<file path="src/common/bbx_pkg.sv">
// Purpose: shared constants and types for the branch and bit-set executor
// Assumes: one pclk, four phases per instruction cycle
// Notes: data memory is read combinationally and written on the pclk edge by the core fabric
// How it works
// - branch_not_zero_op is e1nn; branches only on zero clear, no flags touched
// - taken conditional branch is two cycles; not taken is one, PC only steps by 2
// - branch_no_overflow_op loads target on overflow clear, else falls to address+2
// - target is incremented PC plus twice the signed offset
// - branch_always_op is 11010 plus 11-bit signed offset, always taken, no flags
// - branch_always_op writes PC in phase four, then one idle cycle
// - bit_set_file_op 1000 bbba ffff ffff sets one bit in one cycle
// - access flag zero uses access bank, one uses bank_select_reg
// - extended set, access flag zero, address up to 5f uses indexed offset
package bbx_pkg;
	localparam int PC_W = 16;
	localparam int DA_W = 12;
	localparam logic [7:0] OP_BR_NZ = 8'he1;
	localparam logic [7:0] OP_BR_NOV = 8'he5;
	localparam logic [4:0] OP_BR_AL = 5'h1a;
	localparam logic [3:0] OP_BIT_SET = 4'h8;
	localparam logic [15:0] NOP_WORD = 16'h0000;
	localparam logic [PC_W-1:0] RESET_VEC = 16'h0000;
	localparam logic [PC_W-1:0] PC_STEP = 16'h0002;
	localparam logic [7:0] IDX_LIMIT = 8'h5f;
	localparam logic [3:0] ACC_HI_BANK = 4'hf;
	localparam logic [11:0] CTRL_OFF = 12'h000;
	localparam logic [11:0] STAT_OFF = 12'h004;
	localparam int CTRL_EXT_BIT = 0;
	localparam int CTRL_BANK_LSB = 8;
	localparam int STAT_FLUSH_BIT = 16;
	localparam int STAT_Q_LSB = 17;
	typedef enum logic [1:0] {
		BBX_Q1 = 2'b00,
		BBX_Q2 = 2'b01,
		BBX_Q3 = 2'b10,
		BBX_Q4 = 2'b11
	} bbx_phase_t;
	typedef struct packed {
		logic [DA_W-1:0] addr;
		logic [7:0] wdata;
		logic re;
		logic we;
	} bbx_dreq_t;
	typedef struct packed {
		bbx_phase_t q;
		logic [PC_W-1:0] pc;
		logic [15:0] ir;
		logic flush;
		logic taken;
		logic [7:0] rd;
		bbx_dreq_t dreq;
		logic ext_en;
		logic [3:0] bank_sel;
		logic [31:0] prdata;
	} bbx_state_t;
endpackage

</file>
<file path="src/hdl/bbx_exec.sv">
// Purpose: executes the relative branches and the bit-set instruction
// Assumes: flags and memories sit on pclk; no synchroniser needed for them
// Notes: other opcodes pass through as one-cycle no-ops
//
// The address map and register access over APB are this design's own decisions.
`timescale 1ns/1ps
module bbx_exec
(
	input wire logic pclk, // core clock
	input wire logic presetn, // async reset, low
	input wire logic psel, // apb select
	input wire logic penable, // apb enable
	input wire logic pwrite, // apb direction
	input wire logic [11:0] paddr, // apb byte address
	input wire logic [31:0] pwdata, // apb write data
	output logic [31:0] prdata, // apb read data
	output logic pready, // apb ready
	output logic pslverr, // apb error
	output logic [bbx_pkg::PC_W-1:0] pmem_addr, // fetch address
	input wire logic [15:0] pmem_rdata, // fetched word
	output bbx_pkg::bbx_dreq_t dmem_req, // data memory request
	input wire logic [7:0] dmem_rdata, // data memory read value
	input wire logic zero_flag, // core zero flag
	input wire logic ovf_flag, // core overflow flag
	input wire logic [bbx_pkg::DA_W-1:0] index_base, // indexed offset base
	output logic [1:0] phase // current phase
);
	bbx_pkg::bbx_state_t st_ff;
	bbx_pkg::bbx_state_t nxt_st;
	logic live;
	logic is_br_nz;
	logic is_br_nov;
	logic is_br_al;
	logic is_bit_set;
	logic [bbx_pkg::PC_W-1:0] target;
	logic [7:0] bit_mask;
	logic [bbx_pkg::DA_W-1:0] bit_addr;
	logic apb_wr;
	logic apb_setup;
	logic hit_ctrl;
	logic hit_stat;

	assign live = !st_ff.flush;
	assign is_br_nz = st_ff.ir[15:8] == bbx_pkg::OP_BR_NZ;
	assign is_br_nov = st_ff.ir[15:8] == bbx_pkg::OP_BR_NOV;
	assign is_br_al = st_ff.ir[15:11] == bbx_pkg::OP_BR_AL;
	assign is_bit_set = st_ff.ir[15:12] == bbx_pkg::OP_BIT_SET;
	assign bit_mask = 8'h01 << st_ff.ir[11:9];

	// pc already points past this word, so target is address+2+2n
	always_comb
	begin
		if (is_br_al)
			target = st_ff.pc + {{(bbx_pkg::PC_W-12){st_ff.ir[10]}}, st_ff.ir[10:0], 1'b0};
		else
			target = st_ff.pc + {{(bbx_pkg::PC_W-9){st_ff.ir[7]}}, st_ff.ir[7:0], 1'b0};
	end

	always_comb
	begin
		if (st_ff.ir[8])
			bit_addr = {st_ff.bank_sel, st_ff.ir[7:0]};
		else if (st_ff.ext_en && st_ff.ir[7:0] <= bbx_pkg::IDX_LIMIT)
			bit_addr = index_base + {4'h0, st_ff.ir[7:0]};
		else if (st_ff.ir[7:0] <= bbx_pkg::IDX_LIMIT)
			bit_addr = {4'h0, st_ff.ir[7:0]};
		else
			bit_addr = {bbx_pkg::ACC_HI_BANK, st_ff.ir[7:0]};
	end

	assign apb_setup = psel && !penable;
	assign apb_wr = psel && penable && pwrite;
	assign hit_ctrl = paddr == bbx_pkg::CTRL_OFF;
	assign hit_stat = paddr == bbx_pkg::STAT_OFF;

	always_comb
	begin
		nxt_st = st_ff;
		nxt_st.dreq.re = 1'b0;
		nxt_st.dreq.we = 1'b0;
		case (st_ff.q)
			bbx_pkg::BBX_Q1:
			begin
				nxt_st.q = bbx_pkg::BBX_Q2;
				nxt_st.taken = 1'b0;
				if (live && is_bit_set)
				begin
					nxt_st.dreq.re = 1'b1;
					nxt_st.dreq.addr = bit_addr;
				end
			end
			bbx_pkg::BBX_Q2:
			begin
				nxt_st.q = bbx_pkg::BBX_Q3;
				if (st_ff.dreq.re)
					nxt_st.rd = dmem_rdata;
			end
			bbx_pkg::BBX_Q3:
			begin
				nxt_st.q = bbx_pkg::BBX_Q4;
				// flags only read here; nothing in this block writes them
				if (live && is_br_nz)
					nxt_st.taken = !zero_flag;
				else if (live && is_br_nov)
					nxt_st.taken = !ovf_flag;
				else if (live && is_br_al)
					nxt_st.taken = 1'b1;
				if (live && is_bit_set)
				begin
					nxt_st.dreq.we = 1'b1;
					nxt_st.dreq.wdata = st_ff.rd | bit_mask;
				end
			end
			bbx_pkg::BBX_Q4:
			begin
				nxt_st.q = bbx_pkg::BBX_Q1;
				if (st_ff.taken)
				begin
					nxt_st.pc = target;
					nxt_st.ir = bbx_pkg::NOP_WORD;
					nxt_st.flush = 1'b1;
				end
				else
				begin
					nxt_st.pc = st_ff.pc + bbx_pkg::PC_STEP;
					nxt_st.ir = pmem_rdata;
					nxt_st.flush = 1'b0;
				end
			end
			default:
				nxt_st.q = bbx_pkg::BBX_Q1;
		endcase
		// read data captured in setup so the access phase needs no wait
		if (apb_setup)
		begin
			nxt_st.prdata = 32'h0000_0000;
			if (hit_ctrl)
			begin
				nxt_st.prdata[bbx_pkg::CTRL_EXT_BIT] = st_ff.ext_en;
				nxt_st.prdata[bbx_pkg::CTRL_BANK_LSB +: 4] = st_ff.bank_sel;
			end
			else if (hit_stat)
			begin
				nxt_st.prdata[bbx_pkg::PC_W-1:0] = st_ff.pc;
				nxt_st.prdata[bbx_pkg::STAT_FLUSH_BIT] = st_ff.flush;
				nxt_st.prdata[bbx_pkg::STAT_Q_LSB +: 2] = st_ff.q;
			end
		end
		if (apb_wr && hit_ctrl)
		begin
			nxt_st.ext_en = pwdata[bbx_pkg::CTRL_EXT_BIT];
			nxt_st.bank_sel = pwdata[bbx_pkg::CTRL_BANK_LSB +: 4];
		end
	end

	// reset starts with a flush so the first cycle fetches the reset vector
	always_ff @(posedge pclk or negedge presetn)
	begin
		if (!presetn)
		begin
			st_ff <= '0;
			st_ff.pc <= bbx_pkg::RESET_VEC;
			st_ff.ir <= bbx_pkg::NOP_WORD;
			st_ff.flush <= 1'b1;
			st_ff.q <= bbx_pkg::BBX_Q1;
		end
		else
			st_ff <= nxt_st;
	end

	assign prdata = st_ff.prdata;
	assign pready = 1'b1;
	assign pslverr = psel && penable && !hit_ctrl && !hit_stat;
	assign pmem_addr = st_ff.pc;
	assign dmem_req = st_ff.dreq;
	assign phase = st_ff.q;
endmodule

</file>
<file path="config.mk">
export PLATFORM = sky130hd
export DESIGN_NAME = bbx_exec
export DESIGN_NICKNAME = d
export VERILOG_FILES = /design/src/common/bbx_pkg.sv /design/src/hdl/bbx_exec.sv
export SDC_FILE = /design/constraint.sdc
export NUM_CORES = 1
export LEC_CHECK = 0
export BUFFER_PORTS_ARGS = -buffer_cell sky130_fd_sc_hd__buf_4
export CAP_MARGIN = 20
export CORE_ASPECT_RATIO = 0.9
export CORE_MARGIN = 4
export CORE_UTILIZATION = 40
export CTS_CLUSTER_DIAMETER = 80
export DETAILED_ROUTE_END_ITERATION = 6
export GPL_TIMING_DRIVEN = 0
export PLACE_DENSITY_LB_ADDON = 0.12
export SETUP_SLACK_MARGIN = 0.15
export SLEW_MARGIN = 10
export SYNTH_ARGS = -nofsm -noshare
export SYNTH_HDL_FRONTEND = slang
export SYNTH_SLANG_ARGS = --single-unit
</file>
<file path="constraint.sdc">
create_clock -name pclk -period 2.9 [get_ports pclk]
set_clock_uncertainty 0.2 [all_clocks]
set_input_delay 0.435 -clock pclk [delete_from_list [all_inputs] [get_ports pclk]]
set_output_delay 0.435 -clock pclk [all_outputs]
set_load 0.1 [all_outputs]
</file>
# After elaboration in Yosys (flattened, before gate mapping)
# Cells that the tools add are included.
[totals]
register_bits = 90
input_bits = 87
output_inout_bits = 74
word_cells = 71
[classes]
n_addsub = 4
magnitude_cmp = 1
eq_ne = 9
n_shift = 1
mux = 18
bitwise = 1
reduce_logical = 24
[ops]
columns = ["cell", "count"]
rows = [
  ["$mux W12", 3],
  ["$mux W33", 1],
  ["$add A16 B16 Y16", 2],
  ["$mux W19", 1],
  ["$add A16 B2 Y16 const B", 1],
  ["$eq A8 B8 Y1 const B", 2],
  ["$mux W16", 1],
  ["$mux W7", 2],
  ["$add A12 B8 Y12", 1],
  ["$eq A12 B3 Y1 const B", 1],
  ["$logic_not A12 Y1", 1],
  ["$logic_and A1 B1 Y1", 11],
  ["$le A8 B7 Y1 const B", 1],
  ["$or A8 B8 Y8", 1],
  ["$pmux W2 S4", 1],
  ["$reduce_and A2 Y1", 4],
  ["$shl A1 B3 Y8 const A", 1],
  ["$mux W1", 7],
  ["$logic_not A1 Y1", 6],
  ["$eq A5 B5 Y1 const B", 1],
  ["$eq A2 B2 Y1 const B", 2],
  ["$eq A4 B4 Y1 const B", 1],
  ["$mux W4", 1],
  ["$ne A4 B4 Y1 const B", 1],
  ["other kinds (4)", 4],
]

# Longest topological paths before layout
# Gate-level depths: netlist of the first run.
[logic_depth]
ltp_word = 6
ltp_mapped = 12
depth_no_buf = 11

# Worst setup path after synthesis of the first run
# No wires, ideal clock.
[synth_path]
path_type = "reg-to-reg"
from = "register st_ff[67] in the netlist's numbering"
to = "register st_ff (netlist bit pmem_addr[11])"
setup_ns = 0.125
arrival_ns = 2.521
required_time_ns = 2.575
setup_slack_ns = 0.054
path_stages_with_launch = 11
n_path_buf = 1
period_less_slack_ns = 2.846
path_cell_list = "dfrtp_1 -> clkbuf_1 -> nand2b_1 -> ha_1 -> fa_1 -> a211oi_2 -> nor3_1 -> or4_1 -> a21oi_2 -> xnor2_1 -> mux2_4"
[synth_between]
elab_chain_len = 1
[synth_lines]
columns = ["item", "line_no", "source"]
rows = [
  ["start: declaration", "bbx_exec.sv:28", "bbx_pkg::bbx_state_t st_ff;"],
  ["start signal: assignment", "bbx_exec.sv:168", "st_ff <= nxt_st;"],
  ["$mux W33", "bbx_exec.sv:117", "if (st_ff.taken)"],
]
# No other way between the ends.
# A chain may end at the register's enable or synchronous reset.

# Worst setup path in the final report of the first run
[layout_path]
from = "register st_ff[82] in the netlist's numbering"
to = "register st_ff (netlist bit pmem_addr[11])"
[layout_between]
elab_chain_len = 3
[layout_lines]
columns = ["item", "line_no", "source"]
rows = [
  ["$eq A5 B5 Y1", "bbx_exec.sv:46", "assign is_br_al = st_ff.ir[15:11] == bbx_pkg::OP_BR_AL;"],
  ["$mux W16", "bbx_exec.sv:53", "if (is_br_al)"],
  ["$mux W33", "bbx_exec.sv:117", ""],
]
# No other way between the ends.

==> results of run 1 <==
[logic make-up after synthesis]
| group | after synthesis | synth area share |
|---|---|---|
| and+or+nand+nor | 116 | 0.108 |
| adders and majority gates | 28 | 0.0676 |
| muxes | 35 | 0.0716 |
| DFF | 89 | 0.413 |
| buffers and inverters | 107 | 0.128 |
| xor gates and xnor gates | 20 | 0.0324 |
| AOI/OAI and AO/OA | 144 | 0.179 |
| other | 2 | 0.00139 |
[cell usage after synthesis, drive strengths merged (10+ instances only)]
cell type / count
xnor2: 11
clkbuf: 20
nor2: 31
nand2: 26
dfrtp: 88
buf: 75
mux2: 26
ha: 26
o21ai: 34
a211oi: 10
a21o: 10
a21oi: 33
a22o: 14
a31o: 12
nor2b: 13
inv: 11
[metrics by stage]
step	power, mW	util	TNS, ns	setup slack (ns)	hold slack, ns
6_report	4.72	0.539	-0.125	-0.0976	0.129
3_3_place_gp	3.58	0.495	-0.861	-0.273	0.268
4_1_cts	4.74	0.530	-0.0843	-0.0443	0.121
5_1_grt	4.94	0.539	-0.578	-0.216	0.123
3_5_place_dp	3.61	0.497	-0.978	-0.293	0.225
2_1_floorplan	3.18	-	0	0.128	-0.0606
[state kept, by name, indices dropped and copies added, names as in the netlist]
signal     flops
phase          2
dmem_req      22
prdata        19
st_ff         31
pmem_addr     15
[layer usage]
| layer | global-route usage | part of all wire |
|---|---|---|
| met5 | 0 | 0 |
| met4 | 0.0443 | 0.018 |
| met3 | 0.0447 | 0.063 |
| met2 | 0.278 | 0.46 |
| met1 | 0.240 | 0.46 |
[cell usage in the layout, fill, tap and decap left out, drive strengths merged, types with 10 or more instances in the layout]
cell	synthesis	layout
nand2	26	26
a21o	10	10
o21ai	34	34
buf	75	208
nor2b	13	13
mux2	26	26
dfrtp	88	88
xnor2	11	11
clkbuf	20	30
a22o	14	14
conb	2	15
a211oi	10	10
a21oi	33	33
nor2	31	31
a31o	12	12
ha	26	26
inv	11	11
[worst max-delay path by stage]
stage | start | endpoint | slack, ns | cells after the start
2_1_floorplan | st_ff[82]$_DFFE_PN0N_ | pmem_addr[11]$_DFFE_PN0N_ | 0.13 | 12
3_3_place_gp | st_ff[67]$_DFFE_PN0P_ | pmem_addr[15]$_DFFE_PN0N_ | -0.27 | 11
3_5_place_dp | st_ff[67]$_DFFE_PN0P_ | pmem_addr[15]$_DFFE_PN0N_ | -0.29 | 11
4_1_cts | st_ff[82]$_DFFE_PN0N_ | pmem_addr[15]$_DFFE_PN0N_ | -0.04 | 9
5_1_grt | st_ff[82]$_DFFE_PN0N_ | pmem_addr[11]$_DFFE_PN0N_ | -0.22 | 13
6_report | st_ff[82]$_DFFE_PN0N_ | pmem_addr[11]$_DFFE_PN0N_ | -0.1 | 13
[final cells by class]
cell class | instances | area [sq um] | share of cell area
Clock buffer | 12 | 246 | 0.0345
Timing Repair Buffer | 132 | 1020 | 0.143
Clock inverter | 4 | 28.8 | 0.00403
Tap cell | 168 | 210 | 0.0294
Sequential cell | 89 | 2230 | 0.312
Multi-Input combinational cell | 358 | 2700 | 0.377
Buffer | 95 | 672 | 0.0940
Inverter | 12 | 46.3 | 0.00648
[power by group]
part	internal (mW)	switching, mW	total (mW)
Clock	0.605	0.477	1.08
Combinational	0.656	1.43	2.08
Sequential	1.40	0.155	1.56
[repair_timing]
| action | in CTS | in global routing |
|---|---|---|
| hold endpoints to repair | 32 | 0 |
| endpoints found under the setup margin | 6 | 8 |
| hold buffers | 1 | 0 |
| pin swaps | 9 | 17 |
| setup buffers | 7 | 6 |
| resized for setup | 24 | 22 |
==> results.md, run 1 <==
* Drt first pass iters at 4
* Cell Chain, Critical Path: nand4b_1 -> buf_4 -> nor2_4 -> nand2_2 -> a21oi_2 -> ha_1 -> buf_8 -> nand4_1 -> nor3_2 -> or4_4 -> a21oi_2 -> xnor2_1 -> mux2_4
* Crit-path max cell delay at 0.50 ns
* DP Area at 6590 sq um
* Arr. time, crit path at 3.03 ns
* Crit path max fanout at 5
* Fin crit share at 1.03
* First-pass GRT wire length at 21500 microns
* Yosys cell types at 58
* Final ANT Viol Nets at 0
* Synth top area share at 0.408
* Synth Flop Type: dfrtp_1
* Total wire length at 13400 microns
* Worst-Skew Late Latency at 0.34 ns
* Boundary Pins at 161
* Syn avg cell area at 9.98 sq um
* Ant. Diodes at 0
* Layout cells sized above 1 at 0.419
* Post-synth ARST share at 1.00
* Register bit total from synthesis at 89
* Hold Path Stages at 2
* Hold path startpoint: pwdata[0]
* Via count of the first global-routing pass at 4347
* Routed WL per cell at 15.4 microns
* Crit path launch type: flip-flop
* Worst endpoint required time at 2.93 ns
* Worst slew pin tran at 0.984 ns
* Die Footprint at 15400 sq um
* Status: finished with violations
* CTS Buffer Depth at 2
* # port buffers at 117
* # rows at 40
* Mapped Cells at 541
* Reg2Reg Depth at 13
* GPL Wtd Cong at 0.908
* Initial Util at 0.407
* Post-synthesis sequential area ratio at 0.413
* Initial antenna violation count at 0
* Final worst slack at -0.0976 ns
* Maxcap violations at 0
* Origin of the critical flop-to-flop path: st_ff[82]$_DFFE_PN0N_
* Pwr Density at 661 nW/um^2
* # DRC at 0
* Vias/cell at 4.96
* Kind of critical path: reg2reg
* CTS tree: done
* Synth area leaders: dfrtp_1 (41%), buf_4 (10%), ha_1 (6.0%)
* Post-layout minimum cycle time at 3.00 ns
* Slowest CP cell: or4_4
* Dpl hpwl at 10200 microns
* Vias at 4314
* Global Route Usage Sum at 0.176
* Grt ovf at 0
* Final slew viol count at 0
* Hold Crit Endpoint: st_ff[36]$_DFFE_PN0P_
* Die height at 118 microns
* Area delta synth->final at 32.4%
* Worst Path Buf+Inv at 2
* H-Tree Depth at 3
* Leak Pwr at 3.52 nW
* Synth warn at 0
* Clock buffer count from CTS at 9
* Area leader, netlist: dfrtp_1
* Final Hold Viols at 0
* CTS clk-pin slew, worst paths at 0.07 ns
* Unrepaired setup endpoints after global routing: yes
* Die width at 130 microns
* Hold/Removal Path Class: in2reg
* Fillers at 1180
* Final Non-Filler Cells at 870
* Inst Count DP at 840
* Worst reg2reg path endpoint: pmem_addr[11]$_DFFE_PN0N_
* Largest net degree at the start of global routing at 58
* Fmax at 334 MHz
* Failing checks: negative setup slack
* Final #Nets at 812
* Final instance area at 7150 sq um
* Crit-path leading delay family: simple AND/OR/NAND/NOR gates
* Root Buffer: clkbuf_16
* Number of DRC markers in iteration 0 at 173
* Core Region at 13300 sq um
* Slew Limit Headroom at 0.339
* Critical path's most frequent cell: a21oi_2
* Nature of the critical path endpoint: flip-flop
* Reg2reg setup slack at -0.1 ns
* Peak supply drop at 0.408 mV
* Cell area after synthesis at 5400 sq um
* TritonCTS Sinks at 89
* Final setup viols at 2
* Post-synth EDFFs at 0
Power figures use the tool's default switching activity.
==> run 2: changes to the inputs <==
--- a/config.mk
+++ b/config.mk
@@ -16,4 +16,5 @@
 export PLACE_DENSITY_LB_ADDON = 0.12
 export SETUP_SLACK_MARGIN = 0.15
+export SKIP_LAST_GASP = 1
 export SLEW_MARGIN = 10
 export SYNTH_ARGS = -nofsm -noshare
==> constraint.sdc (replaced) <==
create_clock -name pclk -period 2.9 [get_ports pclk]
set_clock_uncertainty 0.2 [all_clocks]
set_input_delay 0.58 -clock pclk [delete_from_list [all_inputs] [get_ports pclk]]
set_output_delay 0.58 -clock pclk [all_outputs]
set_load 0.1 [all_outputs]
==> run 2 against run 1 <==
The flow finishes with violations (negative hold slack, negative setup slack). Utilization fell by 0.076 points. Worst setup slack got worse by 0.019 ns. Wire length rose by 0.16%. Sequential power barely moved. Via count rose by 0.30%. Clock power barely moved. Largest power group unchanged. Design area fell by 0.14%. Highest routed layer unchanged. Worst hold slack got worse by 0.13 ns.
==> results.md, run 2 (synthesis results as in run 1) <==
* Pwr Density at 661 nW/um^2
* CTS Buffer Depth at 2
* Reg2Reg Depth at 13
* Inst Count DP at 840
* Arr. time, crit path at 3.07 ns
* Final Non-Filler Cells at 869
* Final #Nets at 811
* Grt ovf at 0
* # port buffers at 117
* Reg2reg setup slack at -0.12 ns
* Origin of the critical flop-to-flop path: st_ff[82]$_DFFE_PN0N_
* Vias at 4327
* Clock buffer count from CTS at 9
* Most frequent cells in the layout: buf_4 (203), dfrtp_1 (87), o21ai_0 (30), nor2_1 (29), a21oi_1 (28)
* Max reg flops at 31
* Status: finished with violations
* # rows at 40
* Final ANT Viol Nets at 0
* Fin crit share at 1.04
* CTS clk-pin slew, worst paths at 0.07 ns
* Met1 Use GR at 0.240
* Largest net degree at the start of global routing at 58
* Ant. Diodes at 0
* CTS tree: done
* Worst-Skew Late Latency at 0.34 ns
* Worst reg2reg path endpoint: pmem_addr[15]$_DFFE_PN0N_
* Worst slew pin tran at 0.983 ns
* Post-layout minimum cycle time at 3.02 ns
* Slew Limit Headroom at 0.340
* Worst Setup SP: st_ff[82]$_DFFE_PN0N_
* First-pass GRT wire length at 21500 microns
* Failing checks: negative hold slack, negative setup slack
* H-Tree Depth at 3
* Total power at 4.72 mW
* Die height at 118 microns
* Leak Pwr at 3.51 nW
* Via count of the first global-routing pass at 4347
* Layout cells sized above 1 at 0.419
* Critical Path End: pmem_addr[15]$_DFFE_PN0N_
* Most common cell after layout, fill and taps aside: buf_4
* Initial antenna violation count at 0
* Number of DRC markers in iteration 0 at 164
* Unrepaired setup endpoints after global routing: yes
* GR Util met2 at 0.278
* Area delta synth->final at 32.2%
* Dpl hpwl at 10200 microns
* Core Region at 13300 sq um
* Crit path launch type: flip-flop
* Hold/Removal Path Class: in2async
* Root Buffer: clkbuf_16
* Global Route Usage Sum at 0.176
* Total wire length at 13400 microns
* Vias/cell at 4.98
* Final Hold Viols at 7
* Final slew viol count at 0
* Fmax at 332 MHz
* Register with the most flip-flops: st_ff
* Drt first pass iters at 4
* Die width at 130 microns
* GPL Wtd Cong at 0.908
* Initial Util at 0.407
* Nature of the critical path endpoint: flip-flop
* TritonCTS Sinks at 89
* Final worst slack at -0.117 ns
* Hold Slack at -0.00485 ns
* Hold buffers post-CTS at 0
* Routed WL per cell at 15.5 microns
* Final setup viols at 2
* Grt peak-use layer: met2
* Maxcap violations at 0
* Boundary Pins at 161
* Kind of critical path: reg2reg
* GR met3 Demand/Resource at 0.0447
* Die Footprint at 15400 sq um
* Crit path max fanout at 6
* # DRC at 0
* Worst endpoint required time at 2.96 ns
* Peak supply drop at 0.408 mV
==> run 2: cell types whose count changed in the layout (fill, tap and decap cells not counted) <==
| cell | previous run | this run |
|---|---|---|
| dlygate4sd3_1 | 1 | 0 |
==> run 2: report_power, final <==
group	internal (mW)	leakage, nW	switching, mW
Combinational	0.656	2.27	1.43
Clock	0.605	0.129	0.475
Sequential	1.40	1.12	0.156
Total	2.66	3.51	2.06
==> run 2: how the worst min path moves through the flow <==
stage	start	to	slack, ns
5_1_grt	presetn	pmem_addr[13]$_DFFE_PN0N_	0.02
6_report	presetn	pmem_addr[11]$_DFFE_PN0N_	-0.005
2_1_floorplan	presetn	dmem_req[0]$_DFF_PN0_	0.08
3_3_place_gp	prdata[8]$_DFFE_PN0P_	prdata[8]$_DFFE_PN0P_	0.27
4_1_cts	presetn	pmem_addr[11]$_DFFE_PN0N_	0.005
3_5_place_dp	dmem_req[13]$_DFFE_PN0P_	dmem_req[13]$_DFFE_PN0P_	0.27
==> run 2: cell type report <==
type | count | area (sq um)
Clock inverter | 4 | 28.8
Buffer | 95 | 672
Clock buffer | 12 | 246
Fill cell | 1183 | 6120
Multi-Input combinational cell | 358 | 2700
Sequential cell | 89 | 2230
Tap cell | 168 | 210
Timing Repair Buffer | 131 | 1010
Inverter | 12 | 46.3
==> run 2: repair_timing <==
| action | CTS | global route |
|---|---|---|
| pin swaps | 9 | 15 |
| gates cloned | 0 | 0 |
| setup buffers | 7 | 6 |
| setup endpoints to repair | 6 | 8 |
| endpoints found under the hold margin | 0 | 0 |
| gates resized for setup | 24 | 22 |
==> run 2: critical path, cell delays in order, from the launching register on <==
cell and delay [ns]:
dfrtp_1 0.37, nand4b_1 0.22, buf_4 0.19, nor2_4 0.10, buf_4 0.12, nand2_1 0.08, a21oi_4 0.21, ha_4 0.25
a211oi_2 0.22, nor2_2 0.09, o41ai_2 0.42, a2111oi_2 0.09, a211oi_2 0.23, xnor2_1 0.13
==> run 2: layer usage <==
metal	part of all wire	up-vias
met4	0.018	0
met5	0	-
met1	0.46	2040
li1	-	2154
met3	0.060	15
met2	0.46	118
==> run 2: through the flow <==
step                utilization  cell area (sq um)  setup TNS, ns  setup WS (ns)
detailed placement        0.497               6590          -1.05         -0.293
CTS                       0.529               7020        -0.0843        -0.0443
global placement          0.495               6560         -0.878         -0.273
finish                    0.538               7140         -0.213         -0.117
global route              0.538               7140         -0.655         -0.222
floorplan                     -               5470              0          0.128
